<file path="src/inc/asc_pkg.sv">
// Shared constants and types of the converter sequencer control block.
package asc_pkg;

	// ----------------------------------------------------------------
	// Register map (byte addresses on the APB).
	// ----------------------------------------------------------------
	localparam int ADDR_W = 8;
	localparam logic [7:0] ADDR_CTRL0 = 8'h00;
	localparam logic [7:0] ADDR_CTRL1 = 8'h04;
	localparam logic [7:0] ADDR_CTRL2 = 8'h08;
	localparam logic [7:0] ADDR_CTRL3 = 8'h0C;
	localparam logic [7:0] ADDR_CTRL4 = 8'h10;
	localparam logic [7:0] ADDR_RESULT = 8'h20;
	localparam logic [7:0] RESULT_MASK = 8'hE3;
	localparam int RESULT_IDX = 2;
	localparam int RESULT_W = 10;
	localparam int RESULT_N = 8;
	localparam logic [7:0] CTRL_RST = 8'h00;
	localparam logic [9:0] RESULT_RST = 10'h000;

	// ----------------------------------------------------------------
	// Field positions.
	// ----------------------------------------------------------------
	localparam int C0_MODE = 0;
	localparam int C0_START = 2;
	localparam int C0_TRIG = 3;
	localparam int C0_CHAN = 4;
	localparam int C1_COUNT = 0;
	localparam int C1_PRIO = 2;
	localparam int C1_TEN = 3;
	localparam int C1_AMP = 4;
	localparam int C1_VREF = 6;
	localparam int C2_SH = 0;
	localparam int C2_GROUP = 1;
	localparam int C2_HWTRIG = 3;
	localparam int C3_DMA = 0;
	localparam int C3_MSS = 1;
	localparam int C3_MSTAT = 2;
	localparam int C4_MGRP = 0;

	// ----------------------------------------------------------------
	// Encodings and timing.
	// ----------------------------------------------------------------
	localparam logic [1:0] MODE_ONESHOT = 2'h0;
	localparam logic [1:0] MODE_REPEAT = 2'h1;
	localparam logic [1:0] MODE_SWEEP = 2'h2;
	localparam logic [1:0] MODE_RSWEEP = 2'h3;
	localparam logic [1:0] AMP_EXT0 = 2'h1;
	localparam logic [1:0] AMP_EXT1 = 2'h2;
	localparam logic [4:0] PIN_EXT0 = 5'h10;
	localparam logic [4:0] PIN_EXT1 = 5'h11;
	localparam logic [3:0] LAST_OCTET = 4'h7;
	localparam logic [3:0] LAST_MULTI = 4'hF;
	localparam logic [6:0] CYC_8B = 7'h31;
	localparam logic [6:0] CYC_10B = 7'h3B;
	localparam logic [6:0] CYC_8B_SH = 7'h1C;
	localparam logic [6:0] CYC_10B_SH = 7'h21;

	typedef enum {ONESHOT, REPEAT, SWEEP, RSWEEP0, RSWEEP1, MP_SWEEP, MP_RSWEEP} asc_mode_t;
	typedef enum {ST_IDLE, ST_ARMED, ST_BUSY} asc_state_t;

endpackage

</file>
<file path="src/inc/asc_conv_if.sv">
// Link between the sequencer and its per-pin conversion timer.
`timescale 1ns/1ns
`default_nettype none
interface asc_conv_if;
	logic start;
	logic abort;
	logic ten_bit;
	logic sample_hold;
	logic done;
	modport seq (output start, output abort, output ten_bit, output sample_hold, input done);
	modport timer (input start, input abort, input ten_bit, input sample_hold, output done);
endinterface
`default_nettype wire

</file>
<file path="src/rtl/asc_conv_timer.sv">
// Per-pin conversion timer: counts the converter clock cycles of one conversion.
`timescale 1ns/1ns
`default_nettype none
module asc_conv_timer (
	input wire logic i_mclk,
	input wire logic i_reset,
	input wire logic i_ce,
	asc_conv_if.timer cv
);
	logic [6:0] cnt_r;
	logic [6:0] len_v;
	logic [6:0] len_r;
	logic [7:0] el_r;
	logic run_r;
	logic done_r;

	// ----------------------------------------------------------------
	// Length of one conversion.
	// ----------------------------------------------------------------
	// Sample and hold shortens the conversion at either resolution.
	always_comb begin
		if (cv.sample_hold) begin
			len_v = cv.ten_bit ? asc_pkg::CYC_10B_SH : asc_pkg::CYC_8B_SH;
		end else begin
			len_v = cv.ten_bit ? asc_pkg::CYC_10B : asc_pkg::CYC_8B;
		end
	end

	// A start while running restarts the count, which is how a retrigger lands.
	always_ff @(posedge i_mclk or posedge i_reset) begin
		if (i_reset) begin
			cnt_r <= 7'h00;
			run_r <= 1'b0;
			done_r <= 1'b0;
		end else if (i_ce) begin
			done_r <= 1'b0;
			if (cv.abort) begin
				run_r <= 1'b0;
			end else if (cv.start) begin
				run_r <= 1'b1;
				cnt_r <= len_v - 7'h01;
			end else if (run_r) begin
				if (cnt_r == 7'h00) begin
					run_r <= 1'b0;
					done_r <= 1'b1;
				end else begin
					cnt_r <= cnt_r - 7'h01;
				end
			end
		end
	end

	assign cv.done = done_r;

	// Elapsed-cycle counter read only by the checks below.
	always_ff @(posedge i_mclk or posedge i_reset) begin
		if (i_reset) begin
			el_r <= 8'h00;
			len_r <= 7'h00;
		end else if (i_ce) begin
			if (cv.start) begin
				el_r <= 8'h01;
				len_r <= len_v;
			end else if (run_r) begin
				el_r <= el_r + 8'h01;
			end
		end
	end

	a_conv_length: assert property (@(posedge i_mclk) disable iff (i_reset)
		$rose(done_r) |-> (el_r == {1'b0, len_r} + 8'h01))
		else $error("Conversion length does not match the selected resolution.");

	a_ten_bit_len: assert property (@(posedge i_mclk) disable iff (i_reset)
		(i_ce && cv.start && !cv.abort && cv.ten_bit && !cv.sample_hold) |=> (len_r == asc_pkg::CYC_10B))
		else $error("Ten-bit conversion without sample and hold is not 59 cycles.");

endmodule // asc_conv_timer
`default_nettype wire

</file>
<file path="src/rtl/asc_top.sv">
// Sequencer control of the successive-approximation converter with its APB register file.
`timescale 1ns/1ns
`default_nettype none

// Operation
// Mode comes from mode bits, priority bit and multi-port bit.
// Start by software flag, or after it by pin falling edge or timer event.
// One-shot converts once, then stops; software trigger clears the flag.
// One-shot raises its interrupt when the single conversion finishes.
// Repeat mode converts continuously until software clears the flag.
// Repeat mode interrupts after each conversion only with DMA mode on.
// Single sweep converts each pin once, then stops; clears software flag.
// Single sweep interrupts once at the end, or per conversion with DMA.
// Results go to the pin's result register, or register zero under DMA.
// Under DMA only register zero is valid; software must not read others.
// Software reads each result before the next one overwrites it.
// With DMA and ten-bit results the DMA moves 16-bit words.
// One-shot and repeat convert one pin from a group or extended input.
// Single sweep covers the first two, four, six or eight pins.
// Sweep pin count applies only to sweep modes, ignored otherwise.
// Multi-port sweep requires DMA, sweep mode and fixed field settings.
// Amplifier path 01 or 10 only in one-shot or repeat mode.
// After connecting the reference, software waits one microsecond before starting.
// Reference stays connected until a running conversion ends.
// Software touches control registers only when conversion has stopped.
// Multi-port status is meaningful only with multi-port sweep selected.
// Multi-port group is 00 without multi-port sweep, 01 with it.
// Conversion takes 49, 59, 28 or 33 converter clock cycles.
// Channel select is honoured only in one-shot and repeat modes.
// Software picks trigger source before trigger select, then sets start.
module asc_top (
	input wire logic i_mclk,
	input wire logic i_reset,
	input wire logic i_ce,
	input wire logic i_psel,
	input wire logic i_penable,
	input wire logic i_pwrite,
	input wire logic [7:0] i_paddr,
	input wire logic [31:0] i_pwdata,
	output logic o_pready,
	output logic [31:0] o_prdata,
	output logic o_pslverr,
	input wire logic i_ext_trigger,
	input wire logic i_timer_underflow,
	input wire logic [9:0] i_conv_data,
	output logic o_conv_start,
	output logic o_conv_busy,
	output logic [4:0] o_pin_sel,
	output logic o_ten_bit,
	output logic o_sample_hold,
	output logic o_vref_on,
	output logic o_conv_irq
);
	asc_conv_if conv ();

	logic pready_r;
	logic [31:0] prdata_r;
	logic pslverr_r;
	logic [31:0] rdata;
	logic mapped;
	logic wr_en;
	logic [1:0] mode_r;
	logic start_r;
	logic trig_r;
	logic [2:0] chan_r;
	logic [1:0] count_r;
	logic prio_r;
	logic ten_r;
	logic [1:0] amp_r;
	logic vref_r;
	logic sh_r;
	logic [1:0] group_r;
	logic hwtrig_r;
	logic dma_r;
	logic mss_r;
	logic [1:0] mgrp_r;
	logic [1:0] mstat;
	logic [asc_pkg::RESULT_W-1:0] result_r [asc_pkg::RESULT_N];
	asc_pkg::asc_state_t state_r;
	asc_pkg::asc_mode_t mode_v;
	logic [3:0] idx_r;
	logic [3:0] last_v;
	logic [4:0] pin_r;
	logic conv_go_r;
	logic busy_r;
	logic vref_on_r;
	logic irq_r;
	logic ext_prev_r;
	logic ext_fall;
	logic hw_event;
	logic go;
	logic retrig;
	logic sw_stop;
	logic sw_start;
	logic seq_last;
	logic single_shot;
	logic done_evt;

	// ----------------------------------------------------------------
	// Helpers.
	// ----------------------------------------------------------------
	function automatic asc_pkg::asc_mode_t decode_mode(logic [1:0] m, logic prio, logic multiport_sweep_select);
		case (m)
			asc_pkg::MODE_ONESHOT: decode_mode = asc_pkg::ONESHOT;
			asc_pkg::MODE_REPEAT: decode_mode = asc_pkg::REPEAT;
			asc_pkg::MODE_SWEEP: decode_mode = multiport_sweep_select ? asc_pkg::MP_SWEEP : asc_pkg::SWEEP;
			asc_pkg::MODE_RSWEEP: begin
				if (multiport_sweep_select) begin
					decode_mode = asc_pkg::MP_RSWEEP;
				end else begin
					decode_mode = prio ? asc_pkg::RSWEEP1 : asc_pkg::RSWEEP0;
				end
			end
			default: decode_mode = asc_pkg::ONESHOT;
		endcase
	endfunction

	// Index of the last pin of a sequence; single-pin modes never look at the count.
	function automatic logic [3:0] last_index(asc_pkg::asc_mode_t m, logic [1:0] cnt);
		case (m)
			asc_pkg::SWEEP, asc_pkg::RSWEEP0: last_index = {1'b0, cnt, 1'b1};
			asc_pkg::RSWEEP1: last_index = asc_pkg::LAST_OCTET;
			asc_pkg::MP_SWEEP, asc_pkg::MP_RSWEEP: last_index = asc_pkg::LAST_MULTI;
			default: last_index = 4'h0;
		endcase
	endfunction

	// Pin code: top two bits pick the group (or the extended inputs), low three the pin.
	function automatic logic [4:0] pin_code(asc_pkg::asc_mode_t m, logic [3:0] i, logic [1:0] amp,
			logic [1:0] grp, logic [2:0] ch);
		case (m)
			asc_pkg::ONESHOT, asc_pkg::REPEAT: begin
				if (amp == asc_pkg::AMP_EXT0) begin
					pin_code = asc_pkg::PIN_EXT0;
				end else if (amp == asc_pkg::AMP_EXT1) begin
					pin_code = asc_pkg::PIN_EXT1;
				end else begin
					pin_code = {grp, ch};
				end
			end
			asc_pkg::MP_SWEEP, asc_pkg::MP_RSWEEP: pin_code = {1'b0, i};
			default: pin_code = {grp, i[2:0]};
		endcase
	endfunction

	// ----------------------------------------------------------------
	// APB slave.
	// ----------------------------------------------------------------
	// The answer comes one cycle into the access phase, so data is always from a flop.
	always_ff @(posedge i_mclk or posedge i_reset) begin
		if (i_reset) begin
			pready_r <= 1'b0;
			prdata_r <= 32'h00000000;
			pslverr_r <= 1'b0;
		end else if (i_ce) begin
			pready_r <= i_psel & i_penable & ~pready_r;
			if (i_psel & i_penable & ~pready_r) begin
				prdata_r <= i_pwrite ? 32'h00000000 : rdata;
				pslverr_r <= ~mapped;
			end
		end
	end

	assign wr_en = i_ce & i_psel & i_penable & pready_r & i_pwrite;
	assign mstat = mss_r ? pin_r[4:3] : 2'h0;

	// Read mux; reserved bits read as zero.
	always_comb begin
		rdata = 32'h00000000;
		mapped = 1'b1;
		case (i_paddr)
			asc_pkg::ADDR_CTRL0: begin
				rdata[asc_pkg::C0_MODE +: 2] = mode_r;
				rdata[asc_pkg::C0_START] = start_r;
				rdata[asc_pkg::C0_TRIG] = trig_r;
				rdata[asc_pkg::C0_CHAN +: 3] = chan_r;
			end
			asc_pkg::ADDR_CTRL1: begin
				rdata[asc_pkg::C1_COUNT +: 2] = count_r;
				rdata[asc_pkg::C1_PRIO] = prio_r;
				rdata[asc_pkg::C1_TEN] = ten_r;
				rdata[asc_pkg::C1_AMP +: 2] = amp_r;
				rdata[asc_pkg::C1_VREF] = vref_r;
			end
			asc_pkg::ADDR_CTRL2: begin
				rdata[asc_pkg::C2_SH] = sh_r;
				rdata[asc_pkg::C2_GROUP +: 2] = group_r;
				rdata[asc_pkg::C2_HWTRIG] = hwtrig_r;
			end
			asc_pkg::ADDR_CTRL3: begin
				rdata[asc_pkg::C3_DMA] = dma_r;
				rdata[asc_pkg::C3_MSS] = mss_r;
				rdata[asc_pkg::C3_MSTAT +: 2] = mstat;
			end
			asc_pkg::ADDR_CTRL4: rdata[asc_pkg::C4_MGRP +: 2] = mgrp_r;
			default: begin
				if ((i_paddr & asc_pkg::RESULT_MASK) == asc_pkg::ADDR_RESULT) begin
					rdata[asc_pkg::RESULT_W-1:0] = result_r[i_paddr[asc_pkg::RESULT_IDX +: 3]];
				end else begin
					mapped = 1'b0;
				end
			end
		endcase
	end

	// ----------------------------------------------------------------
	// Control registers.
	// ----------------------------------------------------------------
	assign sw_start = wr_en & (i_paddr == asc_pkg::ADDR_CTRL0) & i_pwdata[asc_pkg::C0_START];
	assign sw_stop = wr_en & (i_paddr == asc_pkg::ADDR_CTRL0) & ~i_pwdata[asc_pkg::C0_START];

	// The start flag: a software write in the ending cycle wins over the hardware clear.
	always_ff @(posedge i_mclk or posedge i_reset) begin
		if (i_reset) begin
			mode_r <= asc_pkg::CTRL_RST[1:0];
			start_r <= 1'b0;
			trig_r <= 1'b0;
			chan_r <= asc_pkg::CTRL_RST[2:0];
		end else if (wr_en && i_paddr == asc_pkg::ADDR_CTRL0) begin
			mode_r <= i_pwdata[asc_pkg::C0_MODE +: 2];
			start_r <= i_pwdata[asc_pkg::C0_START];
			trig_r <= i_pwdata[asc_pkg::C0_TRIG];
			chan_r <= i_pwdata[asc_pkg::C0_CHAN +: 3];
		end else if (i_ce && done_evt && seq_last && single_shot && !trig_r && !retrig) begin
			start_r <= 1'b0;
		end
	end

	always_ff @(posedge i_mclk or posedge i_reset) begin
		if (i_reset) begin
			{vref_r, amp_r, ten_r, prio_r, count_r} <= asc_pkg::CTRL_RST[6:0];
		end else if (wr_en && i_paddr == asc_pkg::ADDR_CTRL1) begin
			count_r <= i_pwdata[asc_pkg::C1_COUNT +: 2];
			prio_r <= i_pwdata[asc_pkg::C1_PRIO];
			ten_r <= i_pwdata[asc_pkg::C1_TEN];
			amp_r <= i_pwdata[asc_pkg::C1_AMP +: 2];
			vref_r <= i_pwdata[asc_pkg::C1_VREF];
		end
	end

	always_ff @(posedge i_mclk or posedge i_reset) begin
		if (i_reset) begin
			{hwtrig_r, group_r, sh_r} <= asc_pkg::CTRL_RST[3:0];
			{mss_r, dma_r} <= asc_pkg::CTRL_RST[1:0];
			mgrp_r <= asc_pkg::CTRL_RST[1:0];
		end else if (wr_en) begin
			if (i_paddr == asc_pkg::ADDR_CTRL2) begin
				sh_r <= i_pwdata[asc_pkg::C2_SH];
				group_r <= i_pwdata[asc_pkg::C2_GROUP +: 2];
				hwtrig_r <= i_pwdata[asc_pkg::C2_HWTRIG];
			end
			if (i_paddr == asc_pkg::ADDR_CTRL3) begin
				dma_r <= i_pwdata[asc_pkg::C3_DMA];
				mss_r <= i_pwdata[asc_pkg::C3_MSS];
			end
			if (i_paddr == asc_pkg::ADDR_CTRL4) begin
				mgrp_r <= i_pwdata[asc_pkg::C4_MGRP +: 2];
			end
		end
	end

	// ----------------------------------------------------------------
	// Triggers and sequencing.
	// ----------------------------------------------------------------
	assign mode_v = decode_mode(mode_r, prio_r, mss_r);
	assign last_v = last_index(mode_v, count_r);
	assign seq_last = idx_r == last_v;
	assign single_shot = (mode_v == asc_pkg::ONESHOT) || (mode_v == asc_pkg::SWEEP) || (mode_v == asc_pkg::MP_SWEEP);
	assign ext_fall = ext_prev_r & ~i_ext_trigger;
	assign hw_event = hwtrig_r ? i_timer_underflow : ext_fall;
	assign go = !trig_r || hw_event;
	// Retrigger restarts a running sequence, except in the priority sweep.
	assign retrig = trig_r && hw_event && (mode_v != asc_pkg::RSWEEP1);
	assign done_evt = conv.done && (state_r == asc_pkg::ST_BUSY) && !sw_stop;

	always_ff @(posedge i_mclk or posedge i_reset) begin
		if (i_reset) begin
			ext_prev_r <= 1'b1;
		end else if (i_ce) begin
			ext_prev_r <= i_ext_trigger;
		end
	end

	// Each finished pin either starts the next one, loops back, or ends the run.
	always_ff @(posedge i_mclk or posedge i_reset) begin
		if (i_reset) begin
			state_r <= asc_pkg::ST_IDLE;
			idx_r <= 4'h0;
			pin_r <= 5'h00;
			conv_go_r <= 1'b0;
			busy_r <= 1'b0;
		end else if (i_ce) begin
			conv_go_r <= 1'b0;
			if (sw_stop) begin
				state_r <= asc_pkg::ST_IDLE;
				busy_r <= 1'b0;
			end else begin
				case (state_r)
					asc_pkg::ST_IDLE: begin
						if (sw_start) begin
							state_r <= asc_pkg::ST_ARMED;
						end
					end
					asc_pkg::ST_ARMED: begin
						if (go) begin
							state_r <= asc_pkg::ST_BUSY;
							busy_r <= 1'b1;
							idx_r <= 4'h0;
							pin_r <= pin_code(mode_v, 4'h0, amp_r, group_r, chan_r);
							conv_go_r <= 1'b1;
						end
					end
					asc_pkg::ST_BUSY: begin
						if (retrig || (done_evt && seq_last && !single_shot)) begin
							idx_r <= 4'h0;
							pin_r <= pin_code(mode_v, 4'h0, amp_r, group_r, chan_r);
							conv_go_r <= 1'b1;
						end else if (done_evt && !seq_last) begin
							idx_r <= idx_r + 4'h1;
							pin_r <= pin_code(mode_v, idx_r + 4'h1, amp_r, group_r, chan_r);
							conv_go_r <= 1'b1;
						end else if (done_evt) begin
							state_r <= trig_r ? asc_pkg::ST_ARMED : asc_pkg::ST_IDLE;
							busy_r <= 1'b0;
						end
					end
					default: state_r <= asc_pkg::ST_IDLE;
				endcase
			end
		end
	end

	assign conv.start = conv_go_r;
	assign conv.abort = sw_stop;
	assign conv.ten_bit = ten_r;
	assign conv.sample_hold = sh_r;

	asc_conv_timer u_timer (
		.i_mclk(i_mclk),
		.i_reset(i_reset),
		.i_ce(i_ce),
		.cv(conv)
	);

	// ----------------------------------------------------------------
	// Results, interrupt request and reference switch.
	// ----------------------------------------------------------------
	// Under DMA only register zero is written; the others keep stale data.
	always_ff @(posedge i_mclk or posedge i_reset) begin
		if (i_reset) begin
			for (int k = 0; k < asc_pkg::RESULT_N; k++) begin
				result_r[k] <= asc_pkg::RESULT_RST;
			end
		end else if (i_ce && done_evt) begin
			result_r[dma_r ? 3'h0 : pin_r[2:0]] <= i_conv_data;
		end
	end

	always_ff @(posedge i_mclk or posedge i_reset) begin
		if (i_reset) begin
			irq_r <= 1'b0;
			vref_on_r <= 1'b0;
		end else if (i_ce) begin
			irq_r <= done_evt && (dma_r || mode_v == asc_pkg::ONESHOT ||
				(mode_v == asc_pkg::SWEEP && seq_last));
			// Clearing the reference bit mid-conversion must not cut the reference.
			vref_on_r <= vref_r || (state_r == asc_pkg::ST_BUSY) || conv_go_r;
		end
	end

	assign o_pready = pready_r;
	assign o_prdata = prdata_r;
	assign o_pslverr = pslverr_r;
	assign o_conv_start = conv_go_r;
	assign o_conv_busy = busy_r;
	assign o_pin_sel = pin_r;
	assign o_ten_bit = ten_r;
	assign o_sample_hold = sh_r;
	assign o_vref_on = vref_on_r;
	assign o_conv_irq = irq_r;

	// ----------------------------------------------------------------
	// Checks.
	// ----------------------------------------------------------------
	a_oneshot_irq: assert property (@(posedge i_mclk) disable iff (i_reset)
		(i_ce && done_evt && mode_v == asc_pkg::ONESHOT) |=> o_conv_irq)
		else $error("One-shot conversion finished without an interrupt request.");

	a_repeat_quiet: assert property (@(posedge i_mclk) disable iff (i_reset)
		(i_ce && done_evt && mode_v == asc_pkg::REPEAT && !dma_r) |=> !o_conv_irq)
		else $error("Repeat mode raised an interrupt without DMA mode.");

	a_sweep_irq: assert property (@(posedge i_mclk) disable iff (i_reset)
		(i_ce && done_evt && mode_v == asc_pkg::SWEEP && !dma_r) |=> (o_conv_irq == $past(seq_last)))
		else $error("Single sweep interrupt not tied to the end of the sequence.");

	a_dma_result: assert property (@(posedge i_mclk) disable iff (i_reset)
		(i_ce && done_evt && dma_r) |=> (result_r[0] == $past(i_conv_data)))
		else $error("DMA-mode result not stored in result register zero.");

	a_oneshot_end: assert property (@(posedge i_mclk) disable iff (i_reset)
		(i_ce && done_evt && mode_v == asc_pkg::ONESHOT && !trig_r && !sw_start)
		|=> (!start_r && state_r == asc_pkg::ST_IDLE && !o_conv_busy))
		else $error("One-shot software run did not stop and clear its flag.");

	a_sw_stop: assert property (@(posedge i_mclk) disable iff (i_reset)
		(i_ce && sw_stop) |=> (state_r == asc_pkg::ST_IDLE && !o_conv_busy && !o_conv_start))
		else $error("Clearing the start flag did not halt conversion.");

	a_trig_wait: assert property (@(posedge i_mclk) disable iff (i_reset)
		(i_ce && state_r == asc_pkg::ST_ARMED && trig_r && !hw_event && !sw_stop)
		|=> (state_r == asc_pkg::ST_ARMED && !o_conv_start))
		else $error("Conversion began without the selected hardware trigger.");

	a_repeat_loop: assert property (@(posedge i_mclk) disable iff (i_reset)
		(i_ce && done_evt && mode_v == asc_pkg::REPEAT) |=> (o_conv_start && o_conv_busy))
		else $error("Repeat mode paused between conversions.");

	a_vref_hold: assert property (@(posedge i_mclk) disable iff (i_reset)
		(i_ce && state_r == asc_pkg::ST_BUSY) |=> o_vref_on)
		else $error("Reference released during a conversion.");

endmodule // asc_top
`default_nettype wire

</file>
<file path="config.mk">
export PLATFORM = sky130hd
export DESIGN_NAME = asc_top
export DESIGN_NICKNAME = d
export VERILOG_FILES = /design/src/inc/asc_pkg.sv /design/src/inc/asc_conv_if.sv /design/src/rtl/asc_conv_timer.sv /design/src/rtl/asc_top.sv
export SDC_FILE = /design/constraint.sdc
export NUM_CORES = 1
export LEC_CHECK = 0
export ABC_CLOCK_PERIOD_IN_PS = 4600
export BUFFER_PORTS_ARGS = -buffer_cell sky130_fd_sc_hd__buf_2
export CAP_MARGIN = 20
export CORE_MARGIN = 2
export CORE_UTILIZATION = 52
export CTS_CLUSTER_DIAMETER = 80
export DETAILED_ROUTE_END_ITERATION = 10
export PLACE_DENSITY_LB_ADDON = 0.12
export SYNTH_ARGS = -nofsm -noshare
export SYNTH_HDL_FRONTEND = slang
export SYNTH_SLANG_ARGS = --single-unit
</file>
<file path="constraint.sdc">
create_clock -name i_mclk -period 4.6 [get_ports i_mclk]
set_input_delay 0.92 -clock i_mclk [delete_from_list [all_inputs] [get_ports i_mclk]]
set_output_delay 0.92 -clock i_mclk [all_outputs]
set_load 0.02 [all_outputs]
</file>
=== Word-level counts from Yosys, hierarchy flattened ===
Index checks and enable logic that the tools add are counted.

* Register bits after elaboration: 191
* Output and inout port bits: 45

* $add $sub $neg: 3
* Magnitude comparators: 3
* Equal/unequal tests: 31
* Mux-type cells: 69
* Bitwise operators: 17
* Reductions and logical operators: 53

{| class="wikitable"
|+ Operators by type and width
! kind !! number
|-
| $mux W32 || 6
|-
| $eq A32 B3 Y1 const B || 5
|-
| $pmux W32 S4 || 1
|-
| $eq A32 B2 Y1 const B || 3
|-
| $logic_not A32 Y1 || 3
|-
| $pmux W32 S3 || 1
|-
| $bwmux W80 || 1
|-
| $eq A32 B1 Y1 const B || 2
|-
| $mux W10 || 5
|-
| $eq A32 B4 Y1 const B || 1
|-
| $ne A32 B4 Y1 const B || 1
|-
| $bmux W10 S3 || 1
|-
| $demux W10 S3 || 1
|-
| $pmux W5 S2 || 3
|-
| $mux W7 || 4
|-
| $mux W5 || 5
|-
| $mux W1 || 23
|-
| $pmux W2 S5 || 2
|-
| $ne A3 B3 Y1 const B || 6
|-
| $logic_and A1 B1 Y1 || 17
|-
| $eq A8 B4 Y1 const B || 2
|-
| $mux W4 || 4
|-
| $mux W3 || 5
|-
| $sub A7 B1 Y7 const B || 2
|-
| other kinds (33) || 72
|}

=== Longest topological paths before layout ===
* Depth after elaboration: 15
* Mapped depth: 10
* Mapped depth without buffers: 10

=== By module ===
Synthesis repeated with hierarchy kept, for this count alone.

* Cells, all modules: 605
* Area total of the unflattened synthesis: 7437.1 µm²

{| class="wikitable"
|+ By module, submodules not included
! module !! instances !! cells an instance !! area an instance (µm²) !! seq. area each (µm²)
|-
| asc_top || 1 || 530 || 6752.7 || 3254.4
|-
| asc_conv_timer || 1 || 75 || 684.4 || 225.2
|}

=== Worst setup path after synthesis ===
No wires, ideal clock.

* Kind: input-to-reg
* From: input port i_paddr[1]
* To: register result_r[10] (netlist name)
* Setup time: 0.125 ns
* Data arrival time: 2.794 ns
* Data required time: 4.475 ns
* Setup slack: 1.681 ns
* Stages: 7
* Cells stage by stage: or4_4 > or3_4 > nor4_2 > nor2_2 > and4b_1 > buf_6 > mux2_4

* Cells in the longest elaborated chain, start to end: 6

{| class="wikitable"
|+ Ends and longest elaborated chain
! what !! line !! text
|-
| start: declaration || asc_top.sv:38 || <nowiki>input wire logic [7:0] i_paddr,</nowiki>
|-
| $logic_not A8 Y1 || asc_top.sv:210 || <nowiki>assign sw_stop = wr_en & (i_paddr == asc_pkg::ADDR_CTRL0) & ~i_pwdata[asc_pkg::C0_START];</nowiki>
|-
| $and A1 B1 Y1 (2 in a row) || asc_top.sv:210 ||
|-
| $logic_not A1 Y1 || asc_top.sv:274 || <nowiki>assign done_evt = conv.done && (state_r == asc_pkg::ST_BUSY) && !sw_stop;</nowiki>
|-
| $logic_and A1 B1 Y1 || asc_top.sv:274 ||
|-
| $logic_and A1 B1 Y1 || asc_top.sv:354 || <nowiki>end else if (i_ce && done_evt) begin</nowiki>
|-
| end signal: indexed assignment || asc_top.sv:352 || <nowiki>result_r[k] <= asc_pkg::RESULT_RST;</nowiki>
|-
| end signal: indexed assignment || asc_top.sv:355 || <nowiki>result_r[dma_r ? 3'h0 : pin_r[2:0]] <= i_conv_data;</nowiki>
|-
| end: declaration || asc_top.sv:78 || <nowiki>logic [asc_pkg::RESULT_W-1:0] result_r [asc_pkg::RESULT_N];</nowiki>
|}

No other way between the ends.
A chain may end at the register's enable or synchronous reset.

=== Worst setup path in the final report ===
* From: input port i_paddr[1]
* To: register result_r[17] (netlist name)

Same word-level chain as after synthesis.

==> metrics.cfg <==
[cells_and_area]
syn_to_final_growth_pct=13.3
drive_gt1_share_pct=34.5
nets=728
antennaDiodeCount=0
nFillCells=1103
design_area_um2=8200

[route]
remaining_drc_errors=0
highest_layer=met5
num_vias=4925
route.detailed.wl_per_inst_um=19.0
dr_wl_met2_mm=8.30
wl_mm=16.2
wl_met1_mm=7.07
met3_length_um=625
drt-pass1-iter-count=4
drt_iter0_markers=327
via_per_inst=5.77
detail-route-antenna-nets=0

[hold_path]
whs_path_depth=2
hold_class=flip-flop to flip-flop

[timing]
final_hold_viol_count=0
timing.final.ws_setup_ps=1510
relSlewSlack_pct=45.5
grt_setup_unrepaired=false
setup_tns_ps=0
drv_slew=0
max_freq_mhz=323
worst_slew_pin_slew_ps=817
setup_viol=0
fin_crit_ps=3090
fin_crit_sh_pct=67.2
finClkSkew_ps=20.5

[synthesis]
synth_area_um2=7240
synth_top_area_cell=dfrtp_1
synthTopCellsByArea=dfrtp_1 (48%), mux2_2 (14%), mux4_2 (6.5%), o21ai_0 (2.9%), mux2i_1 (2.5%)
synth_top_area_share_pct=47.7
synth_most_common_cell=dfrtp_1
ys.flop_type=dfrtp_1
ys_seq_elements=139
synthTopCellsByCount=dfrtp_1 (138), mux2_2 (90), o21ai_0 (42), nand2_1 (40), nor2_1 (37)
yosys_warnings=0
synth_cell_types=69
synthArstFlopShare_pct=100
syn_avg_cell_area_um2=11.9
seq_area_frac_synth_pct=48.0
synthCells=608
synth_edf_count=0

[place]
port_buffers=55
dpl_cell_area_um2=7600
hpwl_mm=11.2
gp_congestion=0.831
place_ws_ps=1050

[grt]
grt_max_degree=72
grt_usage_pct=23.8
grt_overflow=0
grt_pass1_vias=4984
grt_first_pass_wirelength_mm=26.4
antenna_found_initial=2

[setup_path]
path_cells=buf_2 > or4_4 > or3_4 > nor4_2 > nor2_2 > and4b_1 > mux2_4
cp.arrival_ps=3410
crit_type=input port to flip-flop
crit_fanout=10
critPathLaunchType=input port
slowest_stage=or4_4
r2r_cells=7
end_kind=flip-flop
required_ps=4920
cpPeakStageDelay_ps=540

[die]
die-area_um2=14900
die_w_um=122
start_util_pct=52.8
io_pins=103
core_region_area_um2=13700
dieHeight_um=122
rows=43

[clocking]
clk_latency_ps=430
clk_path_buf_depth=2
cts_hold_buf=0
cts_tree=built
clk_pin_slew_worst_paths_ps=60
post_cts_buffers=0
numCtsBuffers=17
root_buffer=clkbuf_16
h-tree-depth=4
clkSinkCount=139
cts_resized=0

[status]
status=complete, no violations

[power]
max-vdd-ir-drop_v=0.000269
p_per_area_nw_per_um2=388
leakage_nw=3.86

[run]
maxCapViolations=0

## per-layer routing
layer | track usage [%] | up-vias
li1 | - | 2288
met1 | 29.9 | 2511
met2 | 40.1 | 103
met3 | 5.76 | 19
met4 | 8.55 | 4
met5 | 0 | -
## metrics by stage
| stage | hold WS, ps | instances | utilization [%] | power, mW |
|---|---|---|---|---|
| CTS | 494 | 852 | 59.6 | 3.22 |
| global route | 513 | 853 | 59.8 | 3.35 |
| global placement | 471 | 821 | 55.4 | 1.84 |
| floorplan | 470 | 629 | - | 1.75 |
| finish | 487 | 853 | 59.8 | 3.18 |
| detailed placement | 482 | 821 | 55.4 | 1.87 |
## cells in the final DEF, fill, tap and decap left out, types with 4 or more instances in the layout
| cell | instances |
|---|---|
| nand3_1 | 6 |
| conb_1 | 22 |
| mux2_4 | 10 |
| a31oi_1 | 4 |
| nand4_1 | 5 |
| ha_1 | 9 |
| and2_1 | 5 |
| nand2b_1 | 4 |
| mux2i_1 | 18 |
| buf_4 | 7 |
| nand4_2 | 4 |
| a21oi_1 | 17 |
| nand2_1 | 40 |
| mux2_2 | 90 |
| nor3_1 | 7 |
| nor2_1 | 37 |
| buf_2 | 55 |
| o21ai_0 | 42 |
| a22o_1 | 4 |
| inv_1 | 19 |
| nor2b_1 | 6 |
| mux4_2 | 21 |
| clkbuf_16 | 17 |
| o22ai_1 | 6 |
| dfrtp_1 | 138 |
| or3_1 | 4 |
## power breakdown
part / internal (mW) / switching (mW)
Combinational: 0.193 / 0.285
Clock: 0.823 / 0.511
Sequential: 1.29 / 0.0848
Total: 2.30 / 0.881
## layout make-up
| type | count | area (um2) | share of cell area, % |
|---|---|---|---|
| inverters | 20 | 78.8 | 0.961 |
| repair buffers | 64 | 368 | 4.49 |
| flip-flops and latches | 139 | 3480 | 42.4 |
| well taps | 180 | 225 | 2.75 |
| multi-input cells | 419 | 3470 | 42.3 |
| clock buffers | 21 | 460 | 5.61 |
| clock inverters | 10 | 116 | 1.42 |
## path summary, 6_finish.rpt
path	start	endpoint	slack [ps]
setup / recovery	i_paddr[1]	result_r[17]	1510
hold / removal	o_prdata[7]	o_prdata[7]	490
setup reg to reg	state_r[0]	result_r[30]	1820
hold reg to reg	o_prdata[7]	o_prdata[7]	490
max in group asynchronous	i_reset	o_prdata[8]	3160
min in group asynchronous	i_reset	result_r[0]	500
## kinds of logic after synthesis
group | synth area share [%]
buffers and inverters | 5.08
other | 0.0518
muxes | 25.1
xor gates and xnor gates | 0.242
AOI/OAI and AO/OA | 8.93
and+or+nand+nor | 11.0
DFF | 48.0
adders and majority gates | 1.55
## state kept, by name, indices dropped and copies added, names as in the netlist, 2 cells and up
register	flops
result_r	80
o_prdata	10
u_timer.cnt_r	7
o_pin_sel	5
idx_r	4
chan_r	3
amp_r	2
count_r	2
group_r	2
mgrp_r	2
mode_r	2
state_r	2
## worst max-delay path: cells and delay by family
| family | cells | cell delay, ps |
|---|---|---|
| buffers and inverters | 1 | 110 |
| AND/OR/NAND/NOR | 5 | 1960 |
| multiplexers | 1 | 410 |
Note: power is estimated with default switching activity, not from simulation.
